## src/pkg/ibpc_regs.vh

```
`ifndef IBPC_REGS_VH
`define IBPC_REGS_VH
`define IBPC_CLK_MHZ 250
`define IBPC_BUS_PERIOD_NS 10000
`define IBPC_HALF_CYCLES ((`IBPC_BUS_PERIOD_NS * `IBPC_CLK_MHZ) / 2000)
`define IBPC_BITS_PER_SEGMENT 9
`define IBPC_ACK_BIT 4'h8
`define IBPC_DIR_READ 1'b1
`define IBPC_DIR_WRITE 1'b0
`define IBPC_FIFO_DEPTH 16
`define IBPC_FIFO_AW 4
`endif

```

## src/hw/ibpc_core.v

```verilog
`timescale 1ns/10ps
`include "ibpc_regs.vh"
module ibpc_core #(
  parameter HALF_CYCLES = `IBPC_HALF_CYCLES
) (
  input wire clock,
  input wire resetn,
  input wire serialPortEnable,
  input wire sclIn,
  output reg sclOut,
  output reg sclOe,
  input wire sdaIn,
  output reg sdaOut,
  output reg sdaOe,
  input wire cmdValid,
  output reg cmdReady,
  input wire [6:0] cmdAddr,
  input wire cmdRead,
  input wire [7:0] cmdCount,
  input wire cmdRepeat,
  input wire txValid,
  output wire txReady,
  input wire [7:0] txData,
  output reg rxValid,
  input wire rxReady,
  output reg [7:0] rxData,
  output reg busBusy,
  output reg arbLost,
  output reg nackSeen,
  output reg done
);
  localparam S_IDLE = 4'h0;
  localparam S_START = 4'h1;
  localparam S_LOW = 4'h2;
  localparam S_HIGH = 4'h3;
  localparam S_STOP1 = 4'h4;
  localparam S_STOP2 = 4'h5;
  localparam S_STOP3 = 4'h6;
  localparam S_RS1 = 4'h7;
  localparam S_RS2 = 4'h8;
  localparam S_WAITSTOP = 4'h9;
  localparam S_LOAD = 4'hA;
  localparam S_STALL = 4'hB;

  wire scl;
  wire sda;
  wire sdaChg;
  reg sdaPrev_q;
  reg [3:0] state_q;
  reg [15:0] timer_q;
  reg [3:0] bitCnt_q;
  reg [7:0] shift_q;
  reg [7:0] left_q;
  reg isRead_q;
  reg isAddr_q;
  reg repeat_q;
  reg drvSdaLow_q;
  reg drvSclLow_q;
  reg bitRx_q;
  wire timeUp;
  wire startSeen;
  wire stopSeen;
  wire fifoValid;
  wire [7:0] fifoData;
  reg fifoTake;

  ibpc_sync #(.RESET_VALUE(1'b1)) uSyncScl (
    .clock(clock),
    .resetn(resetn),
    .async(sclIn),
    .level(scl),
    .changed()
  );
  ibpc_sync #(.RESET_VALUE(1'b1)) uSyncSda (
    .clock(clock),
    .resetn(resetn),
    .async(sdaIn),
    .level(sda),
    .changed(sdaChg)
  );
  ibpc_fifo #(.WIDTH(8), .DEPTH(`IBPC_FIFO_DEPTH), .AW(`IBPC_FIFO_AW)) uTxFifo (
    .clock(clock),
    .resetn(resetn),
    .inValid(txValid),
    .inReady(txReady),
    .inData(txData),
    .outValid(fifoValid),
    .outReady(fifoTake),
    .outData(fifoData)
  );

  assign timeUp = (timer_q == 16'h0000);
  assign startSeen = sdaChg && !sda && scl && sdaPrev_q;
  assign stopSeen = sdaChg && sda && scl && !sdaPrev_q;

  // Bus busy tracking from observed conditions
  always @(posedge clock)
  begin
    if (!resetn || !serialPortEnable)
    begin
      sdaPrev_q <= 1'b1;
      busBusy <= 1'b0;
    end
    else
    begin
      sdaPrev_q <= sda;
      if (startSeen)
      begin
        busBusy <= 1'b1;
      end
      else if (stopSeen)
      begin
        busBusy <= 1'b0;
      end
    end
  end

  // Open-drain pins: value zero, enable means pull low
  always @(posedge clock)
  begin
    if (!resetn)
    begin
      sclOut <= 1'b0;
      sdaOut <= 1'b0;
      sclOe <= 1'b0;
      sdaOe <= 1'b0;
    end
    else
    begin
      sclOut <= 1'b0;
      sdaOut <= 1'b0;
      sclOe <= serialPortEnable && drvSclLow_q;
      sdaOe <= serialPortEnable && drvSdaLow_q;
    end
  end

  // Bit level master engine
  always @(posedge clock)
  begin
    fifoTake <= 1'b0;
    if (!resetn || !serialPortEnable)
    begin
      state_q <= S_IDLE;
      timer_q <= 16'h0000;
      bitCnt_q <= 4'h0;
      shift_q <= 8'h00;
      left_q <= 8'h00;
      isRead_q <= 1'b0;
      isAddr_q <= 1'b0;
      repeat_q <= 1'b0;
      drvSdaLow_q <= 1'b0;
      drvSclLow_q <= 1'b0;
      bitRx_q <= 1'b0;
      cmdReady <= 1'b0;
      rxValid <= 1'b0;
      rxData <= 8'h00;
      arbLost <= 1'b0;
      nackSeen <= 1'b0;
      done <= 1'b0;
    end
    else
    begin
      done <= 1'b0;
      arbLost <= 1'b0;
      nackSeen <= 1'b0;
      if (rxValid && rxReady)
      begin
        rxValid <= 1'b0;
      end
      if (!timeUp)
      begin
        timer_q <= timer_q - 16'h0001;
      end
      cmdReady <= (((state_q == S_IDLE) && !busBusy)
                   || ((state_q == S_WAITSTOP) && drvSdaLow_q && timeUp)) && !cmdReady;
      case (state_q)
        S_IDLE:
        begin
          drvSdaLow_q <= 1'b0;
          drvSclLow_q <= 1'b0;
          if (cmdValid && cmdReady && !busBusy)
          begin
            shift_q <= {cmdAddr, cmdRead};
            isRead_q <= (cmdRead == `IBPC_DIR_READ);
            left_q <= cmdCount;
            repeat_q <= cmdRepeat;
            isAddr_q <= 1'b1;
            drvSdaLow_q <= 1'b1;
            timer_q <= HALF_CYCLES[15:0];
            cmdReady <= 1'b0;
            state_q <= S_START;
          end
        end
        S_START:
        begin
          if (timeUp)
          begin
            drvSclLow_q <= 1'b1;
            bitCnt_q <= 4'h0;
            timer_q <= HALF_CYCLES[15:0];
            state_q <= S_LOW;
          end
        end
        S_LOW:
        begin
          if (timeUp)
          begin
            drvSclLow_q <= 1'b0;
            state_q <= S_HIGH;
            timer_q <= HALF_CYCLES[15:0];
          end
          else if (timer_q == HALF_CYCLES[16:1])
          begin
            if (bitCnt_q == `IBPC_ACK_BIT)
            begin
              // Receiver acknowledges all but the last read byte, sender releases
              drvSdaLow_q <= (!isAddr_q && isRead_q) ? (left_q != 8'h01) : 1'b0;
            end
            else if (!isAddr_q && isRead_q)
            begin
              drvSdaLow_q <= 1'b0;
            end
            else
            begin
              drvSdaLow_q <= !shift_q[7];
            end
          end
        end
        S_HIGH:
        begin
          if (!scl)
          begin
            timer_q <= HALF_CYCLES[15:0];
          end
          else if (timer_q == HALF_CYCLES[16:1])
          begin
            bitRx_q <= sda;
            if (drvSdaLow_q == 1'b0 && sda == 1'b0 && bitCnt_q != `IBPC_ACK_BIT
                && !(isRead_q && !isAddr_q))
            begin
              drvSdaLow_q <= 1'b0;
              drvSclLow_q <= 1'b0;
              arbLost <= 1'b1;
              state_q <= S_WAITSTOP;
            end
          end
          if (scl && timeUp)
          begin
            drvSclLow_q <= 1'b1;
            timer_q <= HALF_CYCLES[15:0];
            if (bitCnt_q == `IBPC_ACK_BIT)
            begin
              state_q <= S_LOAD;
            end
            else
            begin
              shift_q <= {shift_q[6:0], bitRx_q};
              bitCnt_q <= bitCnt_q + 4'h1;
              state_q <= S_LOW;
            end
          end
        end
        S_LOAD:
        begin
          if (isRead_q && !isAddr_q)
          begin
            rxData <= shift_q;
            rxValid <= 1'b1;
          end
          if (!isRead_q && bitRx_q)
          begin
            nackSeen <= 1'b1;
            state_q <= S_STOP1;
          end
          else if ((!isAddr_q && left_q == 8'h01) || left_q == 8'h00)
          begin
            state_q <= repeat_q ? S_RS1 : S_STOP1;
          end
          else
          begin
            state_q <= S_STALL;
          end
          if (!isAddr_q)
          begin
            left_q <= left_q - 8'h01;
          end
          isAddr_q <= 1'b0;
          bitCnt_q <= 4'h0;
        end
        S_STALL:
        begin
          // Hold SCL low until data or room available
          if (isRead_q ? !rxValid : fifoValid)
          begin
            if (!isRead_q)
            begin
              shift_q <= fifoData;
              fifoTake <= 1'b1;
            end
            timer_q <= HALF_CYCLES[15:0];
            state_q <= S_LOW;
          end
        end
        S_STOP1:
        begin
          if (timer_q == HALF_CYCLES[16:1])
          begin
            drvSdaLow_q <= 1'b1;
          end
          if (timeUp)
          begin
            drvSclLow_q <= 1'b0;
            timer_q <= HALF_CYCLES[15:0];
            state_q <= S_STOP2;
          end
        end
        S_STOP2:
        begin
          if (!scl)
          begin
            timer_q <= HALF_CYCLES[15:0];
          end
          else if (timeUp)
          begin
            drvSdaLow_q <= 1'b0;
            timer_q <= HALF_CYCLES[15:0];
            state_q <= S_STOP3;
          end
        end
        S_STOP3:
        begin
          if (timeUp)
          begin
            done <= 1'b1;
            state_q <= S_IDLE;
          end
        end
        S_RS1:
        begin
          if (timer_q == HALF_CYCLES[16:1])
          begin
            drvSdaLow_q <= 1'b0;
          end
          if (timeUp)
          begin
            drvSclLow_q <= 1'b0;
            timer_q <= HALF_CYCLES[15:0];
            state_q <= S_RS2;
          end
        end
        S_RS2:
        begin
          if (!scl)
          begin
            timer_q <= HALF_CYCLES[15:0];
          end
          else if (timeUp)
          begin
            done <= 1'b1;
            state_q <= S_WAITSTOP;
            drvSdaLow_q <= 1'b1;
            timer_q <= HALF_CYCLES[15:0];
          end
        end
        S_WAITSTOP:
        begin
          // Repeated start holds the bus; arbitration loss waits for stop
          if (drvSdaLow_q)
          begin
            if (cmdValid && cmdReady)
            begin
              cmdReady <= 1'b0;
              shift_q <= {cmdAddr, cmdRead};
              isRead_q <= (cmdRead == `IBPC_DIR_READ);
              left_q <= cmdCount;
              repeat_q <= cmdRepeat;
              isAddr_q <= 1'b1;
              state_q <= S_START;
            end
          end
          else if (stopSeen || !busBusy)
          begin
            state_q <= S_IDLE;
          end
        end
        default:
        begin
          state_q <= S_IDLE;
        end
      endcase
    end
  end
endmodule // ibpc_core

```

## src/hw/ibpc_fifo.v

```verilog
`timescale 1ns/10ps
module ibpc_fifo #(
  parameter WIDTH = 8,
  parameter DEPTH = 16,
  parameter AW = 4
) (
  input wire clock,
  input wire resetn,
  input wire inValid,
  output wire inReady,
  input wire [WIDTH-1:0] inData,
  output reg outValid,
  input wire outReady,
  output reg [WIDTH-1:0] outData
);
  reg [WIDTH-1:0] mem [0:DEPTH-1];
  reg [AW-1:0] wrPtr_q;
  reg [AW-1:0] rdPtr_q;
  reg [AW:0] count_q;
  reg [AW:0] fill_q;
  reg notFull_q;
  wire [AW:0] fillNext;
  wire doWrite;
  wire doRead;
  // Fill counts the output register too, so the depth is exact
  assign inReady = notFull_q;
  assign fillNext = fill_q + {{AW{1'b0}}, doWrite} - {{AW{1'b0}}, (outValid && outReady)};
  assign doWrite = inValid && inReady;
  assign doRead = (count_q != {(AW+1){1'b0}}) && (!outValid || outReady);
  always @(posedge clock)
  begin
    if (doWrite)
    begin
      mem[wrPtr_q] <= inData;
    end
  end
  always @(posedge clock)
  begin
    if (!resetn)
    begin
      wrPtr_q <= {AW{1'b0}};
      rdPtr_q <= {AW{1'b0}};
      count_q <= {(AW+1){1'b0}};
      outValid <= 1'b0;
      outData <= {WIDTH{1'b0}};
      fill_q <= {(AW+1){1'b0}};
      notFull_q <= 1'b1;
    end
    else
    begin
      if (doWrite)
      begin
        wrPtr_q <= wrPtr_q + 1'b1;
      end
      if (doRead)
      begin
        rdPtr_q <= rdPtr_q + 1'b1;
        outData <= mem[rdPtr_q];
        outValid <= 1'b1;
      end
      else if (outReady)
      begin
        outValid <= 1'b0;
      end
      count_q <= count_q + {{AW{1'b0}}, doWrite} - {{AW{1'b0}}, doRead};
      fill_q <= fillNext;
      notFull_q <= (fillNext != DEPTH[AW:0]);
    end
  end
endmodule // ibpc_fifo

```

## src/hw/ibpc_sync.v

```verilog
`timescale 1ns/10ps
module ibpc_sync #(
  parameter RESET_VALUE = 1'b1
) (
  input wire clock,
  input wire resetn,
  input wire async,
  output reg level,
  output reg changed
);
  reg stage1_q;
  reg stage2_q;
  reg stage3_q;
  // Change counts once stages two and three agree
  always @(posedge clock)
  begin
    if (!resetn)
    begin
      stage1_q <= RESET_VALUE;
      stage2_q <= RESET_VALUE;
      stage3_q <= RESET_VALUE;
      level <= RESET_VALUE;
      changed <= 1'b0;
    end
    else
    begin
      stage1_q <= async;
      stage2_q <= stage1_q;
      stage3_q <= stage2_q;
      changed <= (stage2_q == stage3_q) && (stage3_q != level);
      if (stage2_q == stage3_q)
      begin
        level <= stage3_q;
      end
    end
  end
endmodule // ibpc_sync

```

## config.mk

```make
export PLATFORM = sky130hd
export DESIGN_NAME = ibpc_core
export DESIGN_NICKNAME = d
export VERILOG_FILES = /design/src/hw/ibpc_core.v /design/src/hw/ibpc_fifo.v /design/src/hw/ibpc_sync.v
export VERILOG_INCLUDE_DIRS = /design/src /design/src/pkg
export SDC_FILE = /design/constraint.sdc
export NUM_CORES = 1
export LEC_CHECK = 0
export BUFFER_PORTS_ARGS = -buffer_cell sky130_fd_sc_hd__buf_4
export CAP_MARGIN = 20
export CORE_UTILIZATION = 60
export CTS_CLUSTER_SIZE = 20
export DETAILED_ROUTE_END_ITERATION = 6
export GPL_ROUTABILITY_DRIVEN = 0
export PLACE_DENSITY = 0.78
export SYNTH_ARGS = -nofsm -noshare
export SYNTH_HDL_FRONTEND = slang
export SYNTH_SLANG_ARGS = --single-unit
```

## constraint.sdc

```tcl
create_clock -name clock -period 5.5 [get_ports clock]
set_input_delay 0 -clock clock [delete_from_list [all_inputs] [get_ports clock]]
set_output_delay 0 -clock clock [all_outputs]
set_load 0.01 [all_outputs]
```

==> After elaboration in Yosys (flattened, before gate mapping) <==
Memories as Yosys holds them, arrays and structs flattened. A register that Yosys moved wholly into a read port is not among the register bits.
Cells that the tools add are included.
{ "word_totals": {"latchBits": 0, "mem_count": 1, "inputBits": 33, "register_bits": 93, "mem_bits_ro": 0, "ram_bits": 128} }
{ "op_classes": {"shifts": 0, "n_reduce_logical": 72, "magnitude_cmp": 0, "multipliers": 0, "n_eq_ne": 50, "addsub": 9, "bitwise": 8, "muxes": 97, "div": 0} }
{ "memory_table": {"columns": ["memory", "depth", "word_bits", "read_ports", "rd_ports_with_merged_regs", "wr", "line_no", "text"], "rows": [
  ["uTxFifo.mem", 16, 8, 1, 1, 1, "ibpc_fifo.v:16", "reg [WIDTH-1:0] mem [0:DEPTH-1];"]
]} }
{ "ops": {"columns": ["operator", "count"], "rows": [
  ["two-way mux 16 bit", 7],
  ["two-way mux 4 bit", 23],
  ["two-way mux 8 bit", 11],
  ["case mux 16 bit (5 select lines)", 1],
  ["case mux 4 bit (12 select lines)", 1],
  ["two-way mux 1 bit", 43],
  ["inequality test 2 bit, second input constant", 19],
  ["case mux 8 bit (4 select lines)", 1],
  ["logical AND 1 bit", 26],
  ["case mux 8 bit (3 select lines)", 1],
  ["== test 4 bit, second input constant", 5],
  ["== test 16 x 10 -> 1 bit, second input constant", 1],
  ["== test 4 x 3 -> 1 bit, second input constant", 4],
  ["zero test 16 bit", 1],
  ["AND reduction 16 bit", 1],
  ["subtractor 16 x 1 -> 16 bit, second input constant", 1],
  ["zero test 1 bit", 13],
  ["adder 4 x 1 -> 4 bit, second input constant", 3],
  ["inequality test 2 x 1 -> 1 bit, second input constant", 6],
  ["case mux 4 bit (3 select lines)", 1],
  ["AND reduction 12 bit", 1],
  ["AND reduction 4 bit", 3],
  ["adder 5 x 1 -> 5 bit", 2],
  ["subtractor 5 x 1 -> 5 bit", 2],
  ["33 further kinds", 59]
]} }

==> Depth between registers and ports, before layout <==
Gate-level depths: netlist of run 1.
{ "depth": {"word_depth": 9, "ltp_mapped": 15} }

==> By module <==
Synthesis of run 1 repeated with hierarchy kept, for this count alone.
{ "hier_totals": {"hier_cells": 862, "hier_area_um2": 10328.7} }
{ "modules_own_cells": {"columns": ["module", "seq_area_each_um2", "area_each_um2", "cells_per_inst", "n_inst"], "rows": [
  ["ibpc_fifo", 4404.2, 6308.6, 359, 1],
  ["ibpc_core", 1281.2, 3702.3, 475, 1],
  ["ibpc_sync", 100.1, 158.9, 14, 2]
]} }

==> Worst setup path before layout of run 1 <==
No wires, ideal clock.
{ "synth_path": {"kind": "reg-to-reg", "startpoint": "register uTxFifo.count_q[2]", "endpoint": "register uTxFifo.count_q[4]", "n_path_buf": 1, "setup_slack_ps": 2746, "path_stages_with_launch": 16, "period_less_slack_ps": 2754, "arrival_time_ps": 2638, "cell_sequence": "dfxtp_1 > inv_1 > ha_1 > nor4b_1 > nor2b_1 > clkbuf_1 > ha_1 > inv_1 > ha_1 > inv_1 > fa_1 > inv_1 > a21oi_1 > nor2_1 > o21ai_0 > and3_1"} }
{ "synth_between": {"elab_chain_len": 3, "elab_cells_between_ends": 4} }
{ "synth_rtl": {"columns": ["element", "line_no", "text"], "rows": [
  ["from (decl)", "ibpc_fifo.v:19", "reg [AW:0] count_q;"],
  ["from (signal assigned)", "ibpc_fifo.v:43", "count_q <= {(AW+1){1'b0}};"],
  ["from (signal assigned)", "ibpc_fifo.v:65", "count_q <= count_q + {{AW{1'b0}}, doWrite} - {{AW{1'b0}}, doRead};"],
  ["nonzero test 5 bit", "ibpc_fifo.v:29", "assign doRead = (count_q != {(AW+1){1'b0}}) && (!outValid || outReady);"],
  ["logical AND 1 bit", "ibpc_fifo.v:29", null],
  ["net uTxFifo.doRead", "ibpc_fifo.v:24", "wire doRead;"],
  ["subtractor 5 x 1 -> 5 bit", "ibpc_fifo.v:65", null]
]} }
The timed path passes the listed nets, and every way through them passes these cells.
A chain may end at the register's enable or synchronous reset.

==> Worst setup path in the final report of run 1 <==
{ "layout_path": {"startpoint": "register state_q[1]", "endpoint": "register state_q[1]"} }
{ "layout_between": {"elab_chain_len": 3, "elab_cells_between_ends": 30} }
{ "layout_rtl": {"columns": ["element", "line_no", "text"], "rows": [
  ["from (decl)", "ibpc_core.v:49", "reg [3:0] state_q;"],
  ["from (signal assigned)", "ibpc_core.v:277", "state_q <= repeat_q ? S_RS1 : S_STOP1;"],
  ["== test 4 x 2 -> 1 bit (tied with other cells)", "ibpc_core.v:176", "case (state_q)"],
  ["inequality test 3 x 2 -> 1 bit (no source line) (tied with other cells)", null, null],
  ["AND reduction 16 bit (no source line)", null, null]
]} }
Parallel ways exist; a longest one is shown, timed or not.

==> out/results.tsv, run 1 <==
metric	value	unit
num_rows	47	
worstPathRequired	5.89	ns
hpwl	14000	µm
final_layout_size_suffix_gt1_share	14.6	%
maxSlewHeadroom	35.0	%
totalWireLength	22500	µm
seqCellArea	5870	µm²
grt_pass1_wl	35400	µm
async_flop_share	0	%
synthFlopType	edfxtp_1	
fin_util	71.2	%
cts.sinks	229	
core	16600	µm²
fin_area	11900	µm²
worstPathCellList	nor2b_1, nand2_1, o211a_1, or4_1, mux2i_1	
drtIter0Drc	667	
skew	0.0250	ns
fillers	1110	
cpMaxStageDelayCell	dfxtp_1	
drv_slew	0	
die_x	133	µm
ys_seq_area_share	57.2	%
cp.arrival	3.51	ns
tns	0	ns
endpoint_kind	register	
die-area	17600	µm²
final_antenna_net_count	0	
final_cell_mix	128 x edfxtp_1, 100 x dfxtp_1, 65 x nor2_1, 61 x nand2_1, 59 x buf_4	
power_density	457	nW/µm²
synth_cells	857	
cp_slowest_stage_delay	0.95	ns
vias	7152	
clk_pin_slew_worst_paths	0.06	ns
synthDistinctLibCells	65	
crit_family	simple AND/OR/NAND/NOR gates	
cts-htree-levels	1	
final_common_cell	edfxtp_1	
fin_crit	3.12	ns
cts_buffer_depth	3	
p_comb_share	32.7	%
ios	52	
nNetsFinal	984	
fmax	320	MHz
maxCapViolCount	0	
drtPass1Iterations	7	
ys_seq_elements	229	
fin_crit_sh	56.8	%
ys_warn_count	0	
switchingPower	1.78	mW
worst_slew_pin_slew	0.973	ns
leakage	4.16	nW
clkPwrFrac	28.2	%
antenna_found_initial	0	
port_buffers	49	
start_util	61.6	%
postSynthAreaPerCell	12.0	µm²
syn_area	10300	µm²
multi_input_area	4080	µm²
placed_cell_area	10700	µm²
cp_num_buf_inv	0	
antenna_cells	0	
drt-wirelength-per-cell	19.3	µm
drc	0	
cts_tree	yes	
grt_max_degree	45	
grt_usage	25.6	%
via_per_inst	6.15	
die_y	133	µm
hold_viol	0	
timing.hold.ws	0.127	ns
synth_edf_count	128	
numCtsBuffers	24	
insertion_delay	0.54	ns
internal_power	3.64	mW
crit_type	reg2reg	
rsz0062_at_grt	no	
pwr-share-seq	39.1	%
cts_resized	0	
crit_fanout	31	
status	finished, final reports clean	
grt_pass1_vias	7109	
root_buffer	clkbuf_16	
syn2layout_area_growth	15.6	%
setup_violations	0	
swShare	32.8	%
min_path_type	in2reg	
gr-total-overflow	0	
peakVddDrop	0.369	mV
start_kind	register	
==> worst register-to-register path, delay by kind of cell, from the launching register on <==
family	cells	cell delay [ns]
AND/OR/NAND/NOR	3	1.50
flip-flops	1	0.95
AO/OA/AOI/OAI	1	0.39
multiplexers	1	0.16
==> cells by family (layout without fill, tap and decap cells) <==
kind of cell             after synthesis  in the layout  synth area share [%]
AO/OA/AOI/OAI                        149            149                  9.47
XOR/XNOR                              28             28                  2.39
adder cells (fa/ha/maj)               27             27                  3.44
buffers and inverters                 80            164                  3.10
flip-flops                           229            229                  57.2
multiplexers                          68             68                  10.6
other                                  1              2                0.0366
AND/OR/NAND/NOR                      275            275                  13.8
==> cells in the mapped netlist (all sizes together) (4+ instances only) <==
cell    instances  area (µm²)
a211oi          4        30.0
a21o            6        45.0
a21oi          47         235
a22o            5        43.8
a22oi           5        37.5
a31oi           4        25.0
and2           20         125
and3            8        50.1
buf            14        70.1
clkbuf         39         146
dfxtp         101        2020
edfxtp        128        3840
ha             25         313
inv            27         101
mux2i          33         330
mux4           32         721
nand2          62         235
nand2b         13        81.3
nand3          29         145
nand4           9        56.3
nor2           65         244
nor2b          23         144
nor3           18        90.1
nor4           10        98.8
o211a           4        40.0
o211ai          4        30.0
o21a            9        67.6
o21ai          21         105
o22ai           9        56.3
o31ai           9        67.6
xnor2          22         193
xor2            6        52.6
==> worst paths after layout <==
check / startpoint / end / depth (start not counted) / slack (ns)
worst max-delay path: state_q[1] / state_q[1] / 5 / 2.38
worst min-delay path: cmdValid / isAddr_q / 3 / 0.13
worst max register to register: state_q[1] / state_q[1] / 5 / 2.38
worst min register to register: uSyncScl.stage1_q / uSyncScl.stage2_q / 1 / 0.41
==> per-stage QoR <==
stage          power, mW  setup slack (ns)  instances
2_1_floorplan       3.49              2.75        858
3_3_place_gp        3.79              2.35       1082
3_5_place_dp        3.87              2.04       1082
4_1_cts             5.42              2.01       1158
5_1_grt             5.70              2.03       1162
6_report            5.42              2.38       1162
==> layer usage <==
metal	vias to the layer above	share of wire [%]	GRT usage (%)
met2	307	51	45.0
met3	65	5.9	3.83
met5	-	0	0
met4	0	3.4	10.9
met1	3476	39	31.5
li1	3304	-	-
==> repair_timing <==
action	CTS	global route
setup endpoints to repair	0	0
buffers inserted	0	0
hold buffers	32	0
endpoints found under the hold margin	188	0
==> layout make-up <==
class	count	share of cell area, %
clock inverters	19	1.23
clock buffers	25	5.10
repair buffers	93	6.61
inverters	27	0.855
well taps	220	2.32
multi-input cells	549	34.4
flip-flops and latches	229	49.5
==> state kept, by name, summed over array words and instances, names as in the netlist, 4 cells and up <==
name / flops
uTxFifo.mem: 128
timer_q: 16
left_q: 8
rxData: 8
shift_q: 8
uTxFifo.outData: 8
uTxFifo.count_q: 5
uTxFifo.fill_q: 5
bitCnt_q: 4
state_q: 4
uTxFifo.rdPtr_q: 4
uTxFifo.wrPtr_q: 4
==> power groups by stage <==
stage	clock, mW	sequential (mW)	combinational, mW
2_1_floorplan	0	2.11	1.38
3_3_place_gp	0	2.13	1.65
3_5_place_dp	0	2.15	1.72
4_1_cts	1.54	2.12	1.76
5_1_grt	1.61	2.14	1.95
6_report	1.53	2.12	1.77
Power figures use the tool's default switching activity.
==> run 2, diff against run 1 <==
Settings changed: CORE_UTILIZATION 60 to 55, PLACE_DENSITY 0.78 to 0.76.
Clock period 5.5 ns to 2.6 ns, I/O delays scaled along.
==> run 2 against run 1 <==
Net effect:
- the flow now finishes with violations (design-rule violations)
- worst setup slack lost 2.3 ns
- clock skew grew 0.0031 ns
- register-to-register slack lost 2.3 ns
- clock-buffer cell count fell by 1
- global-route usage down 2.2 points
- sequential power grew 110%
- cell count grew 3.7%
- largest power group unchanged
- highest routed layer unchanged
- sequential share of layout area is 1.9 points lower
==> out/results.tsv, run 2 (synthesis results as in run 1) <==
metric	value	unit	change
largestRegisters	uTxFifo.mem x128, timer_q x16		
final_common_cell	edfxtp_1		
grt_usage	23.4	%	-2.2 points
min_path_cells	4		+1
nNetsFinal	1018		+3.5%
cts_buffer_depth	3		unchanged
timing.rr.end	uTxFifo.count_q[4]		
endpoint_kind	register		
root_buffer	clkbuf_16		
antenna_cells	0		unchanged
fin_crit_sh	95.4	%	+39 points
leakage	4.42	nW	+6.2%
drtIter0Drc	527		-21%
start_util	56.5	%	-5.1 points
tns	0	ns	unchanged
fin_crit	2.48	ns	-0.641 ns
drv_slew	0		unchanged
hold_viol	0		unchanged
maxSlewHeadroom	33.9	%	-1.1 points
max_flop_register	uTxFifo.mem		
crit_fanout	2		-94%
port_buffers	49		unchanged
setup_violations	0		unchanged
fin_area	12300	µm²	+4.0%
largest_reg_flops	128		unchanged
grt_pass1_vias	6833		-3.9%
die_y	139	µm	+4.4%
antenna_found_initial	0		unchanged
vias	7055		-1.4%
seqCellArea	5870	µm²	unchanged
worst_slew_pin_slew	0.990	ns	+0.0168 ns
rr_worst_depth	14		+9
clk_pin_slew_worst_paths	0.06	ns	about the same
num_rows	49		+4.3%
fillers	1277		+15%
min_path_type	in2reg		
grt_max_degree	41		-8.9%
via_per_inst	5.85		-4.9%
drt-wirelength-per-cell	18.4	µm	-4.8%
final_layout_size_suffix_gt1_share	18.9	%	+4.2 points
worstReg2RegStart	uTxFifo.count_q[3]		
cp.arrival	2.92	ns	-0.59 ns
fmax	403	MHz	+26%
final_cell_mix	128 x edfxtp_1, 100 x dfxtp_1, 93 x buf_4, 65 x nor2_1, 61 x nand2_1		
syn2layout_area_growth	20.2	%	
violations	design-rule violations		
crit_type	reg2reg		
gr-total-overflow	0		unchanged
totalWireLength	22200	µm	-1.3%
rrSetupSlack	0.12	ns	-2.26 ns
min_to	uTxFifo.count_q[0]		
drc	4		+4
maxCapViolCount	0		unchanged
drtPass1Iterations	7		unchanged
fin_util	67.9	%	-3.3 points
skew	0.0281	ns	+0.00314 ns
status	finished, violations left		
insertion_delay	0.54	ns	about the same
peakVddDrop	0.951	mV	+160%
grt_pass1_wl	35500	µm	+0.45%
die-area	19200	µm²	+9.0%
core	18100	µm²	+9.0%
cts-htree-levels	1		unchanged
multi_input_area	4100	µm²	+0.64%
start_kind	register		
die_x	139	µm	+4.4%
final_antenna_net_count	0		unchanged
numCtsBuffers	24		unchanged
cts_tree	yes		
power_density	991	nW/µm²	+120%
worstPathRequired	3.04	ns	-2.85 ns
hold_start	txValid		
rsz0062_at_grt	no		
cts.sinks	229		unchanged
hpwl	13900	µm	-0.59%
ios	52		unchanged
placed_cell_area	11100	µm²	+2.8%
-- run 2: changes by cell type in the layout (fill, tap and decap cells not counted), sizes merged --
cell,before,now
clkinvlp,3,4
dlygate4sd3,32,33
clkbuf,25,24
clkinv,15,8
buf,61,94
inv,27,28
bufinv,1,7
-- run 2: area by class of cell --
cell class	instances	area share (%)
flip-flops and latches	229	47.6
multi-input cells	549	33.3
repair buffers	127	8.51
clock buffers	24	4.87
clock inverters	20	2.57
well taps	229	2.33
inverters	27	0.822
-- run 2: repair_timing --
item / in CTS / in global routing
endpoints found under the setup margin: 0 / 1
hold buffers: 33 / 0
resized for setup: 0 / 7
endpoints found under the hold margin: 188 / 0
setup buffers: 0 / 1
-- run 2: per-stage QoR --
stage | setup WS, ns | power [mW] | std cells | hold WS, ns
after CTS | 0.00341 | 12.2 | 1204 | 0.000256
final | 0.119 | 12.2 | 1205 | 0.00245
after global routing | 0.00367 | 12.8 | 1205 | 0.0312
after detailed placement | 0.0125 | 8.27 | 1127 | 0.191
after global placement | 0.159 | 8.18 | 1127 | 0.189
after floorplan | 0.0177 | 7.39 | 858 | 0.0989
-- run 2: critical path, stage by stage, from the launching register on --
cell	delay, ns
dfxtp_1	0.32
inv_2	0.07
ha_2	0.16
nor4b_4	0.22
nor2b_2	0.08
ha_1	0.28
inv_1	0.04
ha_1	0.19
inv_2	0.06
fa_2	0.20
inv_1	0.05
a21oi_2	0.13
nor2_1	0.06
or3_1	0.33
and3_1	0.18
-- run 2: power by group --
group | switching [mW] | total (mW) | internal [mW] | leakage (nW)
sequential | 0.303 | 4.48 | 4.18 | 1.98
clock | 1.48 | 3.89 | 2.41 | 0.434
combinational | 2.02 | 3.84 | 1.82 | 2.00
-- run 2: how the worst max path moves through the flow --
stage | from | end | slack [ns] | cells past startpoint
after floorplan | uTxFifo.count_q[3] | uTxFifo.count_q[4] | 0.02 | 15
after global placement | uTxFifo.count_q[3] | uTxFifo.count_q[4] | 0.16 | 14
after detailed placement | uTxFifo.count_q[3] | uTxFifo.count_q[4] | 0.01 | 14
after CTS | uTxFifo.count_q[3] | uTxFifo.count_q[4] | 0.003 | 14
after global routing | uTxFifo.count_q[3] | uTxFifo.count_q[4] | 0.004 | 14
final | uTxFifo.count_q[3] | uTxFifo.count_q[4] | 0.12 | 14
-- run 2: per-layer routing --
| metal | track usage (%) | routed length [µm] |
|---|---|---|
| met1 | 30.5 | 9360 |
| met2 | 40.3 | 10900 |
| met3 | 3.35 | 1280 |
| met4 | 7.75 | 616 |
| met5 | 0 | 0 |
